## src/design/twm_pkg.sv

```systemverilog
/*
 * twm_pkg: constants, register map and types of the 8-bit timer with
 * waveform mode control.
 * assumes: one clock domain; software reaches the registers over a plain
 * address/strobe port with read data one cycle after the read strobe.
 */
package twm_pkg;

   // register offsets
   localparam logic [7:0] TWM_OFF_CTRL_B = 8'h18;
   localparam logic [7:0] TWM_OFF_CTRL_A = 8'h19;
   localparam logic [7:0] TWM_OFF_COUNT = 8'h1a;
   localparam logic [7:0] TWM_OFF_CMP_A = 8'h1b;
   localparam logic [7:0] TWM_OFF_CMP_B = 8'h1c;
   localparam logic [7:0] TWM_OFF_STATUS = 8'h1d;
   localparam logic [7:0] TWM_OFF_CLEAR = 8'h1e;
   localparam logic [7:0] TWM_OFF_ENABLE = 8'h1f;

   // control register a fields
   localparam int TWM_CA_COM_A_HI = 7;
   localparam int TWM_CA_COM_A_LO = 6;
   localparam int TWM_CA_COM_B_HI = 5;
   localparam int TWM_CA_COM_B_LO = 4;
   localparam int TWM_CA_SEL_HI = 1;
   localparam int TWM_CA_SEL_LO = 0;

   // control register b fields
   localparam int TWM_CB_FORCE_A = 7;
   localparam int TWM_CB_FORCE_B = 6;
   localparam int TWM_CB_BIT2 = 3;
   localparam int TWM_CB_CS_HI = 2;
   localparam int TWM_CB_CS_LO = 0;

   // status, clear and enable layout
   localparam int TWM_ST_OVF = 0;
   localparam int TWM_ST_MATCH_A = 1;
   localparam int TWM_ST_MATCH_B = 2;
   localparam int TWM_ST_W = 3;

   // reset values and count limits
   localparam logic [7:0] TWM_CTRL_RESET = 8'h00;
   localparam logic [7:0] TWM_MAX = 8'hff;
   localparam logic [7:0] TWM_BOTTOM = 8'h00;

   // waveform mode codes
   localparam logic [2:0] TWM_MODE_NORMAL = 3'h0;
   localparam logic [2:0] TWM_MODE_PHASE_FF = 3'h1;
   localparam logic [2:0] TWM_MODE_CTC = 3'h2;
   localparam logic [2:0] TWM_MODE_FAST_FF = 3'h3;
   localparam logic [2:0] TWM_MODE_PHASE_A = 3'h5;
   localparam logic [2:0] TWM_MODE_FAST_A = 3'h7;

   // clock select codes
   localparam logic [2:0] TWM_CS_STOP = 3'h0;
   localparam logic [2:0] TWM_CS_DIV1 = 3'h1;
   localparam logic [2:0] TWM_CS_DIV8 = 3'h2;
   localparam logic [2:0] TWM_CS_DIV64 = 3'h3;
   localparam logic [2:0] TWM_CS_DIV256 = 3'h4;
   localparam logic [2:0] TWM_CS_DIV1024 = 3'h5;
   localparam logic [2:0] TWM_CS_EXT_FALL = 3'h6;
   localparam logic [2:0] TWM_CS_EXT_RISE = 3'h7;

   // prescaler width and tap masks
   localparam int TWM_PRE_W = 10;
   localparam logic [9:0] TWM_PRE_MASK8 = 10'h007;
   localparam logic [9:0] TWM_PRE_MASK64 = 10'h03f;
   localparam logic [9:0] TWM_PRE_MASK256 = 10'h0ff;
   localparam logic [9:0] TWM_PRE_MASK1024 = 10'h3ff;

   // output mode codes
   localparam logic [1:0] TWM_COM_OFF = 2'h0;
   localparam logic [1:0] TWM_COM_TOGGLE = 2'h1;
   localparam logic [1:0] TWM_COM_CLEAR = 2'h2;
   localparam logic [1:0] TWM_COM_SET = 2'h3;

   typedef enum logic [1:0] {CLS_NORMAL, CLS_CTC, CLS_FAST, CLS_PHASE} twm_class_type;
   typedef enum logic [1:0] {ACT_NONE, ACT_TOGGLE, ACT_CLEAR, ACT_SET} twm_act_type;

   typedef struct packed {
      logic [1:0] com_a;
      logic [1:0] com_b;
      logic [1:0] sel;
      logic bit2;
      logic [2:0] cs;
      logic [7:0] cnt;
      logic down;
      logic [7:0] cmp_a_buf;
      logic [7:0] cmp_a;
      logic [7:0] cmp_b_buf;
      logic [7:0] cmp_b;
      logic block;
      logic [TWM_PRE_W-1:0] pre;
      logic ext_prev;
      logic [TWM_ST_W-1:0] status;
      logic [TWM_ST_W-1:0] enable;
      logic irq;
      logic wave_a;
      logic wave_b;
      logic en_a;
      logic en_b;
      logic oe_a;
      logic oe_b;
      logic [7:0] rdata;
   } twm_state_type;

endpackage

```

## src/design/twm_timer.sv

```systemverilog
/*
 * twm_timer: 8-bit timer/counter with mode selection, compare buffering,
 * overflow and match flags, and two waveform output channels.
 * assumes: all inputs synchronous to REF_CLK; pin direction bits come from
 * the port logic; the port logic muxes WAVE_x onto the pin while WAVE_x_EN.
 */
`timescale 1ns/1ps

//Behaviour
//[RQ1] nonzero output mode takes pin; driver needs direction
//[RQ2] non-PWM channel A: off, toggle, clear, set
//[RQ3] fast PWM A: clear/set match, opposite at bottom
//[RQ4] PWM A code 01 toggles only with bit2
//[RQ5] fast PWM compare equal top: act at bottom
//[RQ6] phase PWM A: up-match and down-match opposite
//[RQ7] phase PWM compare equal top: act at top
//[RQ8] non-PWM channel B: off, toggle, clear, set
//[RQ9] fast PWM B: 01 reserved, 10/11 as A
//[RQ10] phase PWM B: 01 reserved, 10/11 as A
//[RQ11] three mode bits pick counting and top
//[RQ12] compare update immediate, at top, at bottom
//[RQ13] overflow flag point depends on mode
//[RQ14] counter advances only on tick enable
//[RQ15] compare A top clears counter; flags on match
//[RQ16] reserved control bits read zero
//[RQ17] clock select: stop, divided, external edges
//[RQ18] force strobe acts immediately, reads zero
//[RQ19] reset leaves everything zero and stopped
module twm_timer
   import twm_pkg::*;
(
   input wire logic REF_CLK,
   input wire logic SYS_RST,
   input wire logic [7:0] ADDR,
   input wire logic [7:0] WDATA,
   input wire logic WR,
   input wire logic RD,
   output logic [7:0] RDATA,
   input wire logic EXT_T,
   input wire logic DIR_A,
   input wire logic DIR_B,
   output logic WAVE_A,
   output logic WAVE_A_EN,
   output logic WAVE_A_OE,
   output logic WAVE_B,
   output logic WAVE_B_EN,
   output logic WAVE_B_OE,
   output logic IRQ
);

   twm_state_type st;
   twm_state_type next_st;
   twm_class_type cls;
   logic [7:0] top;
   logic tick;
   logic turn;
   logic match_a;
   logic match_b;
   logic force_a;
   logic force_b;
   logic ovf_evt;
   logic immediate;
   logic take_a;
   logic [TWM_ST_W-1:0] set_bits;
   logic [TWM_ST_W-1:0] clr_bits;
   twm_act_type act_a;
   twm_act_type act_b;

   // mode code to counting class
   function automatic twm_class_type mode_class(input logic [2:0] mode);
      case (mode)
         TWM_MODE_PHASE_FF, TWM_MODE_PHASE_A: mode_class = CLS_PHASE; // RQ11
         TWM_MODE_CTC: mode_class = CLS_CTC;
         TWM_MODE_FAST_FF, TWM_MODE_FAST_A: mode_class = CLS_FAST;
         default: mode_class = CLS_NORMAL;
      endcase
   endfunction

   // timer tick from clock select
   function automatic logic pre_tick(input logic [2:0] cs, input logic [TWM_PRE_W-1:0] pre,
                                     input logic prev, input logic now);
      case (cs)
         TWM_CS_DIV1: pre_tick = 1'b1; // RQ17
         TWM_CS_DIV8: pre_tick = (pre & TWM_PRE_MASK8) == TWM_PRE_MASK8;
         TWM_CS_DIV64: pre_tick = (pre & TWM_PRE_MASK64) == TWM_PRE_MASK64;
         TWM_CS_DIV256: pre_tick = (pre & TWM_PRE_MASK256) == TWM_PRE_MASK256;
         TWM_CS_DIV1024: pre_tick = (pre & TWM_PRE_MASK1024) == TWM_PRE_MASK1024;
         TWM_CS_EXT_FALL: pre_tick = prev && !now;
         TWM_CS_EXT_RISE: pre_tick = !prev && now;
         default: pre_tick = 1'b0;
      endcase
   endfunction

   // output action of one channel
   function automatic twm_act_type chan_act(input twm_class_type c, input logic [1:0] com,
                                            input logic tog_ok, input logic match, input logic up,
                                            input logic turn_evt, input logic at_top);
      chan_act = ACT_NONE;
      case (c)
         CLS_NORMAL, CLS_CTC: begin
            if (match) begin
               case (com)
                  TWM_COM_TOGGLE: chan_act = ACT_TOGGLE; // RQ2 RQ8
                  TWM_COM_CLEAR: chan_act = ACT_CLEAR;
                  TWM_COM_SET: chan_act = ACT_SET;
                  default: chan_act = ACT_NONE;
               endcase
            end
         end
         CLS_FAST: begin
            if (com == TWM_COM_TOGGLE) begin
               if (tog_ok && match) begin
                  chan_act = ACT_TOGGLE; // RQ4
               end
            end else if (com[1]) begin
               if (turn_evt) begin
                  chan_act = (com == TWM_COM_CLEAR) ? ACT_SET : ACT_CLEAR; // RQ3 RQ9 RQ5
               end else if (match && !at_top) begin
                  chan_act = (com == TWM_COM_CLEAR) ? ACT_CLEAR : ACT_SET; // RQ3 RQ9
               end
            end
         end
         CLS_PHASE: begin
            if (com == TWM_COM_TOGGLE) begin
               if (tog_ok && match) begin
                  chan_act = ACT_TOGGLE; // RQ4
               end
            end else if (com[1]) begin
               if (at_top) begin
                  if (turn_evt) begin
                     chan_act = (com == TWM_COM_CLEAR) ? ACT_CLEAR : ACT_SET; // RQ7
                  end
               end else if (match) begin
                  if (up == (com == TWM_COM_CLEAR)) begin
                     chan_act = ACT_CLEAR; // RQ6 RQ10
                  end else begin
                     chan_act = ACT_SET;
                  end
               end
            end
         end
         default: chan_act = ACT_NONE;
      endcase
   endfunction

   function automatic logic wave_apply(input logic cur, input twm_act_type a);
      case (a)
         ACT_TOGGLE: wave_apply = !cur;
         ACT_CLEAR: wave_apply = 1'b0;
         ACT_SET: wave_apply = 1'b1;
         default: wave_apply = cur;
      endcase
   endfunction

   always_comb begin
      next_st = st;
      cls = mode_class({st.bit2, st.sel}); // RQ11
      top = (st.bit2 || ({st.bit2, st.sel} == TWM_MODE_CTC)) ? st.cmp_a : TWM_MAX; // RQ11
      immediate = (cls == CLS_NORMAL) || (cls == CLS_CTC);
      tick = pre_tick(st.cs, st.pre, st.ext_prev, EXT_T); // RQ17
      turn = tick && (st.cnt == top) && !st.down;
      match_a = tick && !st.block && (st.cnt == st.cmp_a); // RQ14
      match_b = tick && !st.block && (st.cnt == st.cmp_b);
      force_a = WR && (ADDR == TWM_OFF_CTRL_B) && WDATA[TWM_CB_FORCE_A] && immediate; // RQ18
      force_b = WR && (ADDR == TWM_OFF_CTRL_B) && WDATA[TWM_CB_FORCE_B] && immediate; // RQ18
      next_st.pre = st.pre + 10'h001;
      next_st.ext_prev = EXT_T;

      // counting
      if (tick) begin
         next_st.block = 1'b0;
         case (cls)
            CLS_CTC, CLS_FAST: begin
               next_st.cnt = (st.cnt == top) ? TWM_BOTTOM : st.cnt + 8'h01; // RQ15
               next_st.down = 1'b0;
            end
            CLS_PHASE: begin
               if (!st.down) begin
                  if (st.cnt == top) begin
                     next_st.down = 1'b1;
                     next_st.cnt = (st.cnt == TWM_BOTTOM) ? st.cnt : st.cnt - 8'h01;
                  end else begin
                     next_st.cnt = st.cnt + 8'h01;
                  end
               end else if (st.cnt == TWM_BOTTOM) begin
                  next_st.down = 1'b0;
                  next_st.cnt = st.cnt + 8'h01;
               end else begin
                  next_st.cnt = st.cnt - 8'h01;
               end
            end
            default: begin
               next_st.cnt = st.cnt + 8'h01; // RQ14
               next_st.down = 1'b0;
            end
         endcase
      end

      // overflow point per mode
      case (cls)
         CLS_PHASE: ovf_evt = tick && st.down && (st.cnt == TWM_BOTTOM); // RQ13
         CLS_FAST: ovf_evt = tick && (st.cnt == (st.bit2 ? top : TWM_MAX)); // RQ13
         default: ovf_evt = tick && (st.cnt == TWM_MAX); // RQ13
      endcase

      // compare buffer transfer
      if (immediate || turn) begin
         next_st.cmp_a = st.cmp_a_buf; // RQ12
         next_st.cmp_b = st.cmp_b_buf;
      end

      // waveform channels
      act_a = chan_act(cls, st.com_a, st.bit2, match_a || force_a, !st.down, turn, st.cmp_a == top);
      act_b = chan_act(cls, st.com_b, 1'b0, match_b || force_b, !st.down, turn, st.cmp_b == top);
      next_st.wave_a = wave_apply(st.wave_a, act_a);
      next_st.wave_b = wave_apply(st.wave_b, act_b);
      // pwm code 01 without bit2 leaves pin a to the port; channel b still takes its pin
      take_a = (|st.com_a) && (immediate || st.bit2 || (st.com_a != TWM_COM_TOGGLE)); // RQ4
      next_st.en_a = take_a; // RQ1
      next_st.en_b = |st.com_b; // RQ1
      next_st.oe_a = take_a && DIR_A; // RQ1
      next_st.oe_b = (|st.com_b) && DIR_B; // RQ1

      // register writes
      clr_bits = '0;
      if (WR) begin
         case (ADDR)
            TWM_OFF_CTRL_A: begin
               next_st.com_a = WDATA[TWM_CA_COM_A_HI:TWM_CA_COM_A_LO];
               next_st.com_b = WDATA[TWM_CA_COM_B_HI:TWM_CA_COM_B_LO];
               next_st.sel = WDATA[TWM_CA_SEL_HI:TWM_CA_SEL_LO];
            end
            TWM_OFF_CTRL_B: begin
               next_st.bit2 = WDATA[TWM_CB_BIT2];
               next_st.cs = WDATA[TWM_CB_CS_HI:TWM_CB_CS_LO];
            end
            TWM_OFF_COUNT: begin
               next_st.cnt = WDATA;
               next_st.block = 1'b1;
            end
            TWM_OFF_CMP_A: begin
               next_st.cmp_a_buf = WDATA;
               if (immediate) begin
                  next_st.cmp_a = WDATA; // RQ12
               end
            end
            TWM_OFF_CMP_B: begin
               next_st.cmp_b_buf = WDATA;
               if (immediate) begin
                  next_st.cmp_b = WDATA; // RQ12
               end
            end
            TWM_OFF_CLEAR: clr_bits = WDATA[TWM_ST_W-1:0];
            TWM_OFF_ENABLE: next_st.enable = WDATA[TWM_ST_W-1:0];
            default: next_st.enable = st.enable;
         endcase
      end

      // sticky flags, set wins over clear
      set_bits = '0;
      set_bits[TWM_ST_OVF] = ovf_evt; // RQ13
      set_bits[TWM_ST_MATCH_A] = match_a; // RQ15
      set_bits[TWM_ST_MATCH_B] = match_b; // RQ15
      next_st.status = (st.status & ~clr_bits) | set_bits;
      next_st.irq = |(next_st.status & next_st.enable);

      // read data, one cycle after the strobe
      next_st.rdata = 8'h00;
      if (RD) begin
         case (ADDR)
            TWM_OFF_CTRL_A: next_st.rdata = {st.com_a, st.com_b, 2'b00, st.sel}; // RQ16
            TWM_OFF_CTRL_B: next_st.rdata = {2'b00, 2'b00, st.bit2, st.cs}; // RQ16 RQ18
            TWM_OFF_COUNT: next_st.rdata = st.cnt;
            TWM_OFF_CMP_A: next_st.rdata = st.cmp_a_buf;
            TWM_OFF_CMP_B: next_st.rdata = st.cmp_b_buf;
            TWM_OFF_STATUS: next_st.rdata = {5'h00, st.status};
            TWM_OFF_ENABLE: next_st.rdata = {5'h00, st.enable};
            default: next_st.rdata = 8'h00;
         endcase
      end
   end

   always_ff @(posedge REF_CLK or posedge SYS_RST) begin
      if (SYS_RST) begin
         st <= '0; // RQ19
      end else begin
         st <= next_st;
      end
   end

   assign RDATA = st.rdata;
   assign WAVE_A = st.wave_a;
   assign WAVE_A_EN = st.en_a;
   assign WAVE_A_OE = st.oe_a;
   assign WAVE_B = st.wave_b;
   assign WAVE_B_EN = st.en_b;
   assign WAVE_B_OE = st.oe_b;
   assign IRQ = st.irq;
endmodule // twm_timer

```

## config.mk

```make
export PLATFORM = sky130hd
export DESIGN_NAME = twm_timer
export DESIGN_NICKNAME = d
export VERILOG_FILES = /design/src/design/twm_pkg.sv /design/src/design/twm_timer.sv
export SDC_FILE = /design/constraint.sdc
export NUM_CORES = 1
export LEC_CHECK = 0
export ABC_AREA = 1
export ABC_CLOCK_PERIOD_IN_PS = 3250
export BUFFER_PORTS_ARGS = -buffer_cell sky130_fd_sc_hd__buf_2
export CORE_MARGIN = 1.5
export CORE_UTILIZATION = 40
export CTS_CLUSTER_SIZE = 28
export DETAILED_ROUTE_END_ITERATION = 12
export PLACE_DENSITY_LB_ADDON = 0.12
export REMOVE_ABC_BUFFERS = 1
export SLEW_MARGIN = 20
export SYNTH_ARGS = -nofsm -noshare
export SYNTH_HDL_FRONTEND = slang
export SYNTH_SLANG_ARGS = --single-unit
```

## constraint.sdc

```tcl
create_clock -name REF_CLK -period 3.25 [get_ports REF_CLK]
set_input_delay 0 -clock REF_CLK [delete_from_list [all_inputs] [get_ports REF_CLK]]
set_output_delay 0 -clock REF_CLK [all_outputs]
set_load 0.1 [all_outputs]
```

==> results of run 1 <==
==> sequential cells by signal (all words and copies together) (netlist names) <==
name,flops
WAVE_A_EN,1
WAVE_B_EN,1
st,69
WAVE_B,1
RDATA,8
WAVE_B_OE,1
WAVE_A_OE,1
IRQ,1
WAVE_A,1
==> cells in the mapped netlist, types with 2 or more instances <==
cell type and instances:
nor3_2 2, a32oi_1 2, o21ai_1 23, nand3_2 3, xnor2_1 15, inv_2 7
nand2_4 4, nor2_2 5, xor2_1 17, nor4_1 2, nand4_1 7, inv_1 84
ha_1 9, a221oi_1 5, nand2_1 166, o22ai_1 17, nor3_1 4, nor2_1 52
o21a_1 2, dfrtp_1 84, clkbuf_1 8, o211ai_1 5, nand2_2 4, nand3_1 43
a21oi_1 30, buf_2 5, buf_4 9, nor2_4 4, o21ai_0 53, buf_6 4
==> what timing repair did <==
| item | in CTS | in global routing |
|---|---|---|
| endpoints found under the setup margin | 0 | 0 |
| hold endpoints to repair | 48 | 0 |
| hold buffers | 12 | 0 |
| buffers inserted | 0 | 0 |
==> area by class of cell <==
type | instances | area share
Clock buffer | 11 | 0.0413
Clock inverter | 5 | 0.0104
Inverter | 91 | 0.0583
Multi-Input combinational cell | 488 | 0.439
Sequential cell | 84 | 0.358
Tap cell | 172 | 0.0366
Timing Repair Buffer | 53 | 0.0570
==> metrics by stage <==
step                      power, mW  std cells  instance area (µm²)  hold WS [ns]
final                          3.31        904                 5880        0.0596
after global routing           3.50        904                 5880        0.0593
after CTS                      3.33        904                 5880        0.0318
after detailed placement       2.24        876                 5460        0.0732
after global placement         2.24        876                 5460        0.0804
after floorplan                1.94        663                 5020        0.0314
==> power by group <==
group / switching [mW] / internal (mW) / leakage, nW / total, mW
sequential: 0.181 / 1.14 / 1.02 / 1.32
combinational: 0.602 / 0.333 / 1.69 / 0.934
clock: 0.435 / 0.620 / 0.150 / 1.05
total: 1.22 / 2.09 / 2.86 / 3.31
==> worst paths after layout <==
check / to / cells after the start / startpoint / slack, ns
worst max-delay path: WAVE_B / 16 / st[78] / 0.45
worst min-delay path: st[41] / 3 / WR / 0.06
worst max register to register: WAVE_B / 16 / st[78] / 0.45
worst min register to register: st[22] / 1 / st[22] / 0.45
max in group asynchronous: RDATA[0] / 4 / SYS_RST / 2.19
min in group asynchronous: st[38] / 3 / SYS_RST / 0.24
==> tightest hold or removal path, delay by kind of cell <==
| kind | cells | cell delay, ns |
|---|---|---|
| AO/OA/AOI/OAI | 1 | 0.08 |
| AND/OR/NAND/NOR | 1 | 0.12 |
| buffers and inverters | 1 | 0.15 |
==> routing by layer <==
layer	global-route usage	vias up	share of wire
met1	0.333	2369	0.43
met5	0	-	0
met4	0.104	0	0.030
li1	-	2330	-
met3	0.0458	32	0.062
met2	0.402	189	0.48
==> kinds of logic after synthesis <==
group                      after synthesis  synth area share
adders and majority gates                9            0.0216
xor gates and xnor gates                32            0.0538
AOI/OAI and AO/OA                      147             0.160
DFF                                     84             0.404
buffers and inverters                  118             0.101
muxes                                    1           0.00216
and+or+nand+nor                        299             0.258
==> metrics.cfg, run 1 <==
[yosys]
synthFlopType=dfrtp_1
ys_warn_count=0
netlist_area_um2=5210
async_reset_ff_frac=1.00
synth_area_leaders=dfrtp_1 (40%), nand2_1 (12%), inv_1 (6.1%)
synth-seq-area-share=0.404
synth_edf_count=0
synth_largest_area_cell=dfrtp_1
synth_seq_cells=84
synth_top_area_share=0.404
avgSynthCellArea_um2=7.55
synthesis.instances=690
synth_cell_type_count=45

[cts]
htreeDepth=3
cts.reportedPaths.clkPinSlew_ns=0.06
cts-buffers-inserted=9
cts_sinks=84
cts_tree=done
clockBufferDepth=2
cts.repair.resized=0
clock_latency_ns=0.35
clockRootBuffer=clkbuf_16

[worst_setup_path]
critPathCaptureType=flop
worstSetupPathType=flop to flop
crit_top_cell=nand2_1
path_buf_inv=3
path_cells=inv_2, o21ai_0, inv_1, ha_1, nor2_1, nor2_1, nand2_1, o21ai_1, nand2_1, nand2_1, nand2_1, nand2_1, nor2_2, nand2_1, inv_1, nor2_1
cp_slowest_cell=dfrtp_1
cpLargestDelayFamily=simple AND/OR/NAND/NOR gates
path_max_fanout=6
cpPeakStageDelay_ns=0.45
worstPathRequired_ns=3.49
cp_data_arrival_time_ns=3.04
cp-start-kind=flop

[sta]
finalHoldViolations=0
period_share=0.863
fmax_ghz=0.357
fin_crit_ns=2.80
fin_skew_ns=0.0122
worst_pin_slew_ns=0.583
slew_violations=0
rsz0062_at_grt=false
setup_ws_ns=0.447
setup_viol=0
slew_headroom=0.611
setup_tns_ns=0

[grt]
grt_usage=0.250
grt_pass1_wl_um=25200
grt_start_max_net_pins=33
antenna_found_initial=0
grt_pass1_vias=4773
overflow=0

[place]
dp_hpwl_um=12000
place.gp.congestion=0.916
port_buffers=37
pre_cts_ws_ns=0.502

[routing]
drt_iter0_markers=544
drc=0
ant_nets=0
routed_wl_um=15800
vias=4920
post_drt_via_cell_ratio=5.44
wl_per_cell_um=17.5
dr.pass1.iters=5

[power_and_ir_drop]
p_leak_nw=2.86
powerDensity_nw_per_um2=562
ir_worst_vdd_uv=294

[layout]
post-route-util=0.464
areaGrowthSynthToFinish_pct=12.9
antenna_cells=0
layout_common_cells=nand2_1 (166), dfrtp_1 (84), inv_1 (83), o21ai_0 (53), nor2_1 (52)
layout_commonest_cell=nand2_1
regArea_um2=2100
drive_gt1_frac=0.123
fillers=1313
nets=759
multi_input_area_um2=2580

[die]
die_x_um=117
core_area_um2=12700
io_pins=38
start_util=0.411
die_area_um2=13700
die_h_um=117
rows=41

[job]
drv_cap=0

[run_status]
status=completed

[min_path]
hold_class=primary input to flop

Power figures use the tool's default switching activity.
==> run 2: changes to the inputs <==
ABC_AREA = not set   (was 1)
==> run 2 against run 1 <==
Sequential share of layout area shrank 1.8 points. Maximum frequency decreased by 3.7%. Clock power is 4% higher. Sequential cell count unchanged. Routed wire length rose by 6.3%. Area after synthesis grew 3.9%. Utilization up 0.34 points. Critical path depth shrank 7. Via count decreased by 0.61%. Clock-buffer cell count stayed put. Largest cell class unchanged. Largest power group unchanged.
==> metrics.cfg, run 2 <==
[run_status]
status=completed

[grt]
grt_start_max_net_pins=39  ; +18%
grt_pass1_vias=4716  ; -1.2%
top_usage_layer=met2
overflow=0  ; unchanged
grt_usage=0.247  ; -0.00222
grt_util_met2=0.378  ; -0.0240
met3_usage=0.0402  ; -0.00560
antenna_found_initial=0  ; unchanged
grt_pass1_wl_um=26700  ; +6.1%
grt_use_met1=0.354  ; +0.0209

[worst_setup_path]
cpLargestDelayFamily=simple AND/OR/NAND/NOR gates
worstPathRequired_ns=3.48  ; about the same
worstSetupPathType=flop to flop
reg2regPathDepth=9  ; -7
critPathCaptureType=flop
path_cells=ha_1, nand4_2, a2111oi_4, a211oi_2, or2_1, or4_4, nand2_8, mux2i_1, o21ai_1
reg2reg_from=st[22]
cpPeakStageDelay_ns=0.62  ; +0.17 ns
timing.rr.end=st[52]
cp_data_arrival_time_ns=3.14  ; +0.10 ns
cp-start-kind=flop
path_buf_inv=0  ; -3
rrSetupSlack_ns=0.34  ; -0.11 ns
cp_slowest_cell=or4_4
path_max_fanout=16  ; +10

[power_and_ir_drop]
p_comb_frac=0.253  ; -0.030
p_int_mw=2.05  ; -1.7%
p_sw_mw=1.07  ; -12%
seqPwrFrac=0.399  ; about the same
p_leak_nw=2.67  ; -6.6%
finalPower_mw=3.13  ; -5.4%
power_frac_clock=0.348  ; +0.029
ir_worst_vdd_uv=266  ; -9.7%
powerDensity_nw_per_um2=505  ; -10%
p_sw_frac=0.344  ; -0.0248

[sta]
setup_viol=0  ; unchanged
period_share=0.895  ; +0.0328
setup_tns_ns=0  ; unchanged
worst_pin_slew_ns=0.739  ; +0.156 ns
fin_skew_ns=0.0161  ; +0.00398 ns
finalHoldViolations=0  ; unchanged
slew_violations=0  ; unchanged
fin_crit_ns=2.91  ; +0.107 ns
fmax_ghz=0.344  ; -3.7%
slew_headroom=0.506  ; -0.105
rsz0062_at_grt=false
setup_ws_ns=0.340  ; -0.107 ns

[yosys]
synth_edf_count=0  ; unchanged
synthFlopType=dfrtp_1
synth_largest_area_cell=dfrtp_1
synth_most_common_cell=dfrtp_1
synthesis.instances=592  ; -14%
synth_top_family_by_area=simple AND/OR/NAND/NOR gates
synth_cell_type_count=73  ; +62%
synth_compound_area_frac=0.184  ; +0.0238
synth_area_leaders=dfrtp_1 (39%), mux2_2 (6.2%), nand2_1 (4.7%)
synthMuxAreaShare=0.107  ; +0.105
synth_seq_cells=84  ; unchanged
async_reset_ff_frac=1.00  ; unchanged
synth-seq-area-share=0.389  ; -0.0152
synth-simple-area-share=0.216  ; -0.0414
synth_top_area_share=0.389  ; -0.0152
synth-adder-area-share=0.0208  ; -0.000815
synth.top_cells.by_count=dfrtp_1 (84), nand2_1 (68), nor2_1 (50), o21ai_0 (35), mux2_2 (30)
yosys.area_share.xor_xnor=0.0324  ; -0.0215
ys_warn_count=0  ; unchanged
netlist_area_um2=5410  ; +3.9%
avgSynthCellArea_um2=9.14  ; +21%

[routing]
drt_iter0_markers=481  ; -12%
dr.pass1.iters=5  ; unchanged
ant_nets=0  ; unchanged
vias=4890  ; -0.61%
wl_per_cell_um=20.7  ; +18%
post_drt_via_cell_ratio=6.01  ; +11%
drc=0  ; unchanged
routed_wl_um=16800  ; +6.3%

[cts]
htreeDepth=3  ; unchanged
cts_tree=done
cts.reportedPaths.clkPinSlew_ns=0.07  ; about the same
postCtsSetupBuffers=0  ; unchanged
clockBufferDepth=2  ; unchanged
clock_latency_ns=0.35  ; about the same
cts_sinks=84  ; unchanged
cts.repair.resized=0  ; unchanged
clockRootBuffer=clkbuf_16
cts-buffers-inserted=9  ; unchanged

[layout]
largest_register_ffs=69  ; unchanged
fin_cells=813  ; -10%
final_area_um2=6190  ; +5.3%
layout_common_cells=dfrtp_1 (84), nand2_1 (68), nor2_1 (50), buf_2 (37), o21ai_0 (35)
top_register=st
areaGrowthSynthToFinish_pct=14.4
antenna_cells=0  ; unchanged
layout_commonest_cell=dfrtp_1
drive_gt1_frac=0.198  ; +0.0749
nets=664  ; -13%

[place]
place.gp.congestion=1.00  ; +9.7%
port_buffers=37  ; unchanged
postPlaceCellArea_um2=5790  ; +6.1%
dp_hpwl_um=12400  ; +3.9%
dpl.cell_count=788  ; -10%
pre_cts_ws_ns=0.365  ; -0.137 ns

[min_path]
hold_path_end=st[40]
worstHoldPathCells=3  ; unchanged
hold_class=primary input to flop
hold_start=WDATA[7]

[die]
die_h_um=119  ; +1.9%
die_x_um=119  ; +1.9%
core_area_um2=13200  ; +4.5%
io_pins=38  ; unchanged
rows=42  ; +2.4%
die_area_um2=14200  ; +3.8%
start_util=0.409  ; -0.00234

[job]
drv_cap=0  ; unchanged

run 2: changes by cell type in the layout (fill, tap and decap cells not counted), moves of 11 or more:
cell,delta
a21oi_1,-16
buf_4,+22
inv_1,-71
mux2_2,+29
mux2i_1,+22
nand2_1,-98
nand2b_1,+17
nand3_1,-22
o21ai_0,-18
o21ai_1,-11
o22ai_1,-14
xor2_1,-12
run 2: timing repair:
action / 4_1_cts / 5_1_grt
hold buffers: 9 / 0
endpoints found under the hold margin: 34 / 0
endpoints found under the setup margin: 0 / 0
run 2: cells by family after synthesis:
kind of cell             after synthesis
AO/OA/AOI/OAI                        139
buffers and inverters                 57
flip-flops                            84
adder cells (fa/ha/maj)                9
AND/OR/NAND/NOR                      230
multiplexers                          53
XOR/XNOR                              20
run 2: worst max path at each step:
stage / cells after the start / slack [ns] / start / endpoint
final: 9 / 0.34 / st[22] / st[52]
after global routing: 9 / 0.17 / st[22] / WAVE_A
after global placement: 9 / 0.45 / st[22] / WAVE_A
after detailed placement: 9 / 0.37 / st[22] / st[49]
after floorplan: 10 / 0.43 / st[78] / WAVE_B
after CTS: 9 / 0.35 / st[22] / st[49]
run 2: worst register-to-register path, stage by stage (launching register included):
cell	delay, ns
dfrtp_1	0.39
ha_1	0.23
nand4_2	0.19
a2111oi_4	0.38
a211oi_2	0.14
or2_1	0.34
or4_4	0.62
nand2_8	0.21
mux2i_1	0.24
o21ai_1	0.08
run 2: per-layer routing:
metal	vias to the layer above	wire, µm
met3	27	942
met1	2444	7830
li1	2239	-
met2	180	7600
met5	-	0
met4	0	440
run 2: cell type report:
type	instances	area, µm²
Tap cell	176	220
Clock buffer	11	243
Inverter	14	53.8
Sequential cell	84	2100
Clock inverter	5	66.3
Multi-Input combinational cell	451	3030
Timing Repair Buffer	72	470
Fill cell	1315	7050
run 2: metrics by stage:
stage          hold WS (ns)  utilization
2_1_floorplan        0.0314            -
3_3_place_gp       -0.00494        0.437
3_5_place_dp       -0.00679        0.437
4_1_cts             0.00147        0.467
5_1_grt              0.0208        0.467
6_report             0.0175        0.467
run 2: power by group through the flow:
stage | clock (mW) | combinational [mW] | sequential (mW)
2_1_floorplan | 0 | 0.454 | 1.27
3_3_place_gp | 0 | 0.769 | 1.26
3_5_place_dp | 0 | 0.773 | 1.26
4_1_cts | 1.11 | 0.784 | 1.24
5_1_grt | 1.15 | 0.864 | 1.25
6_report | 1.09 | 0.792 | 1.25
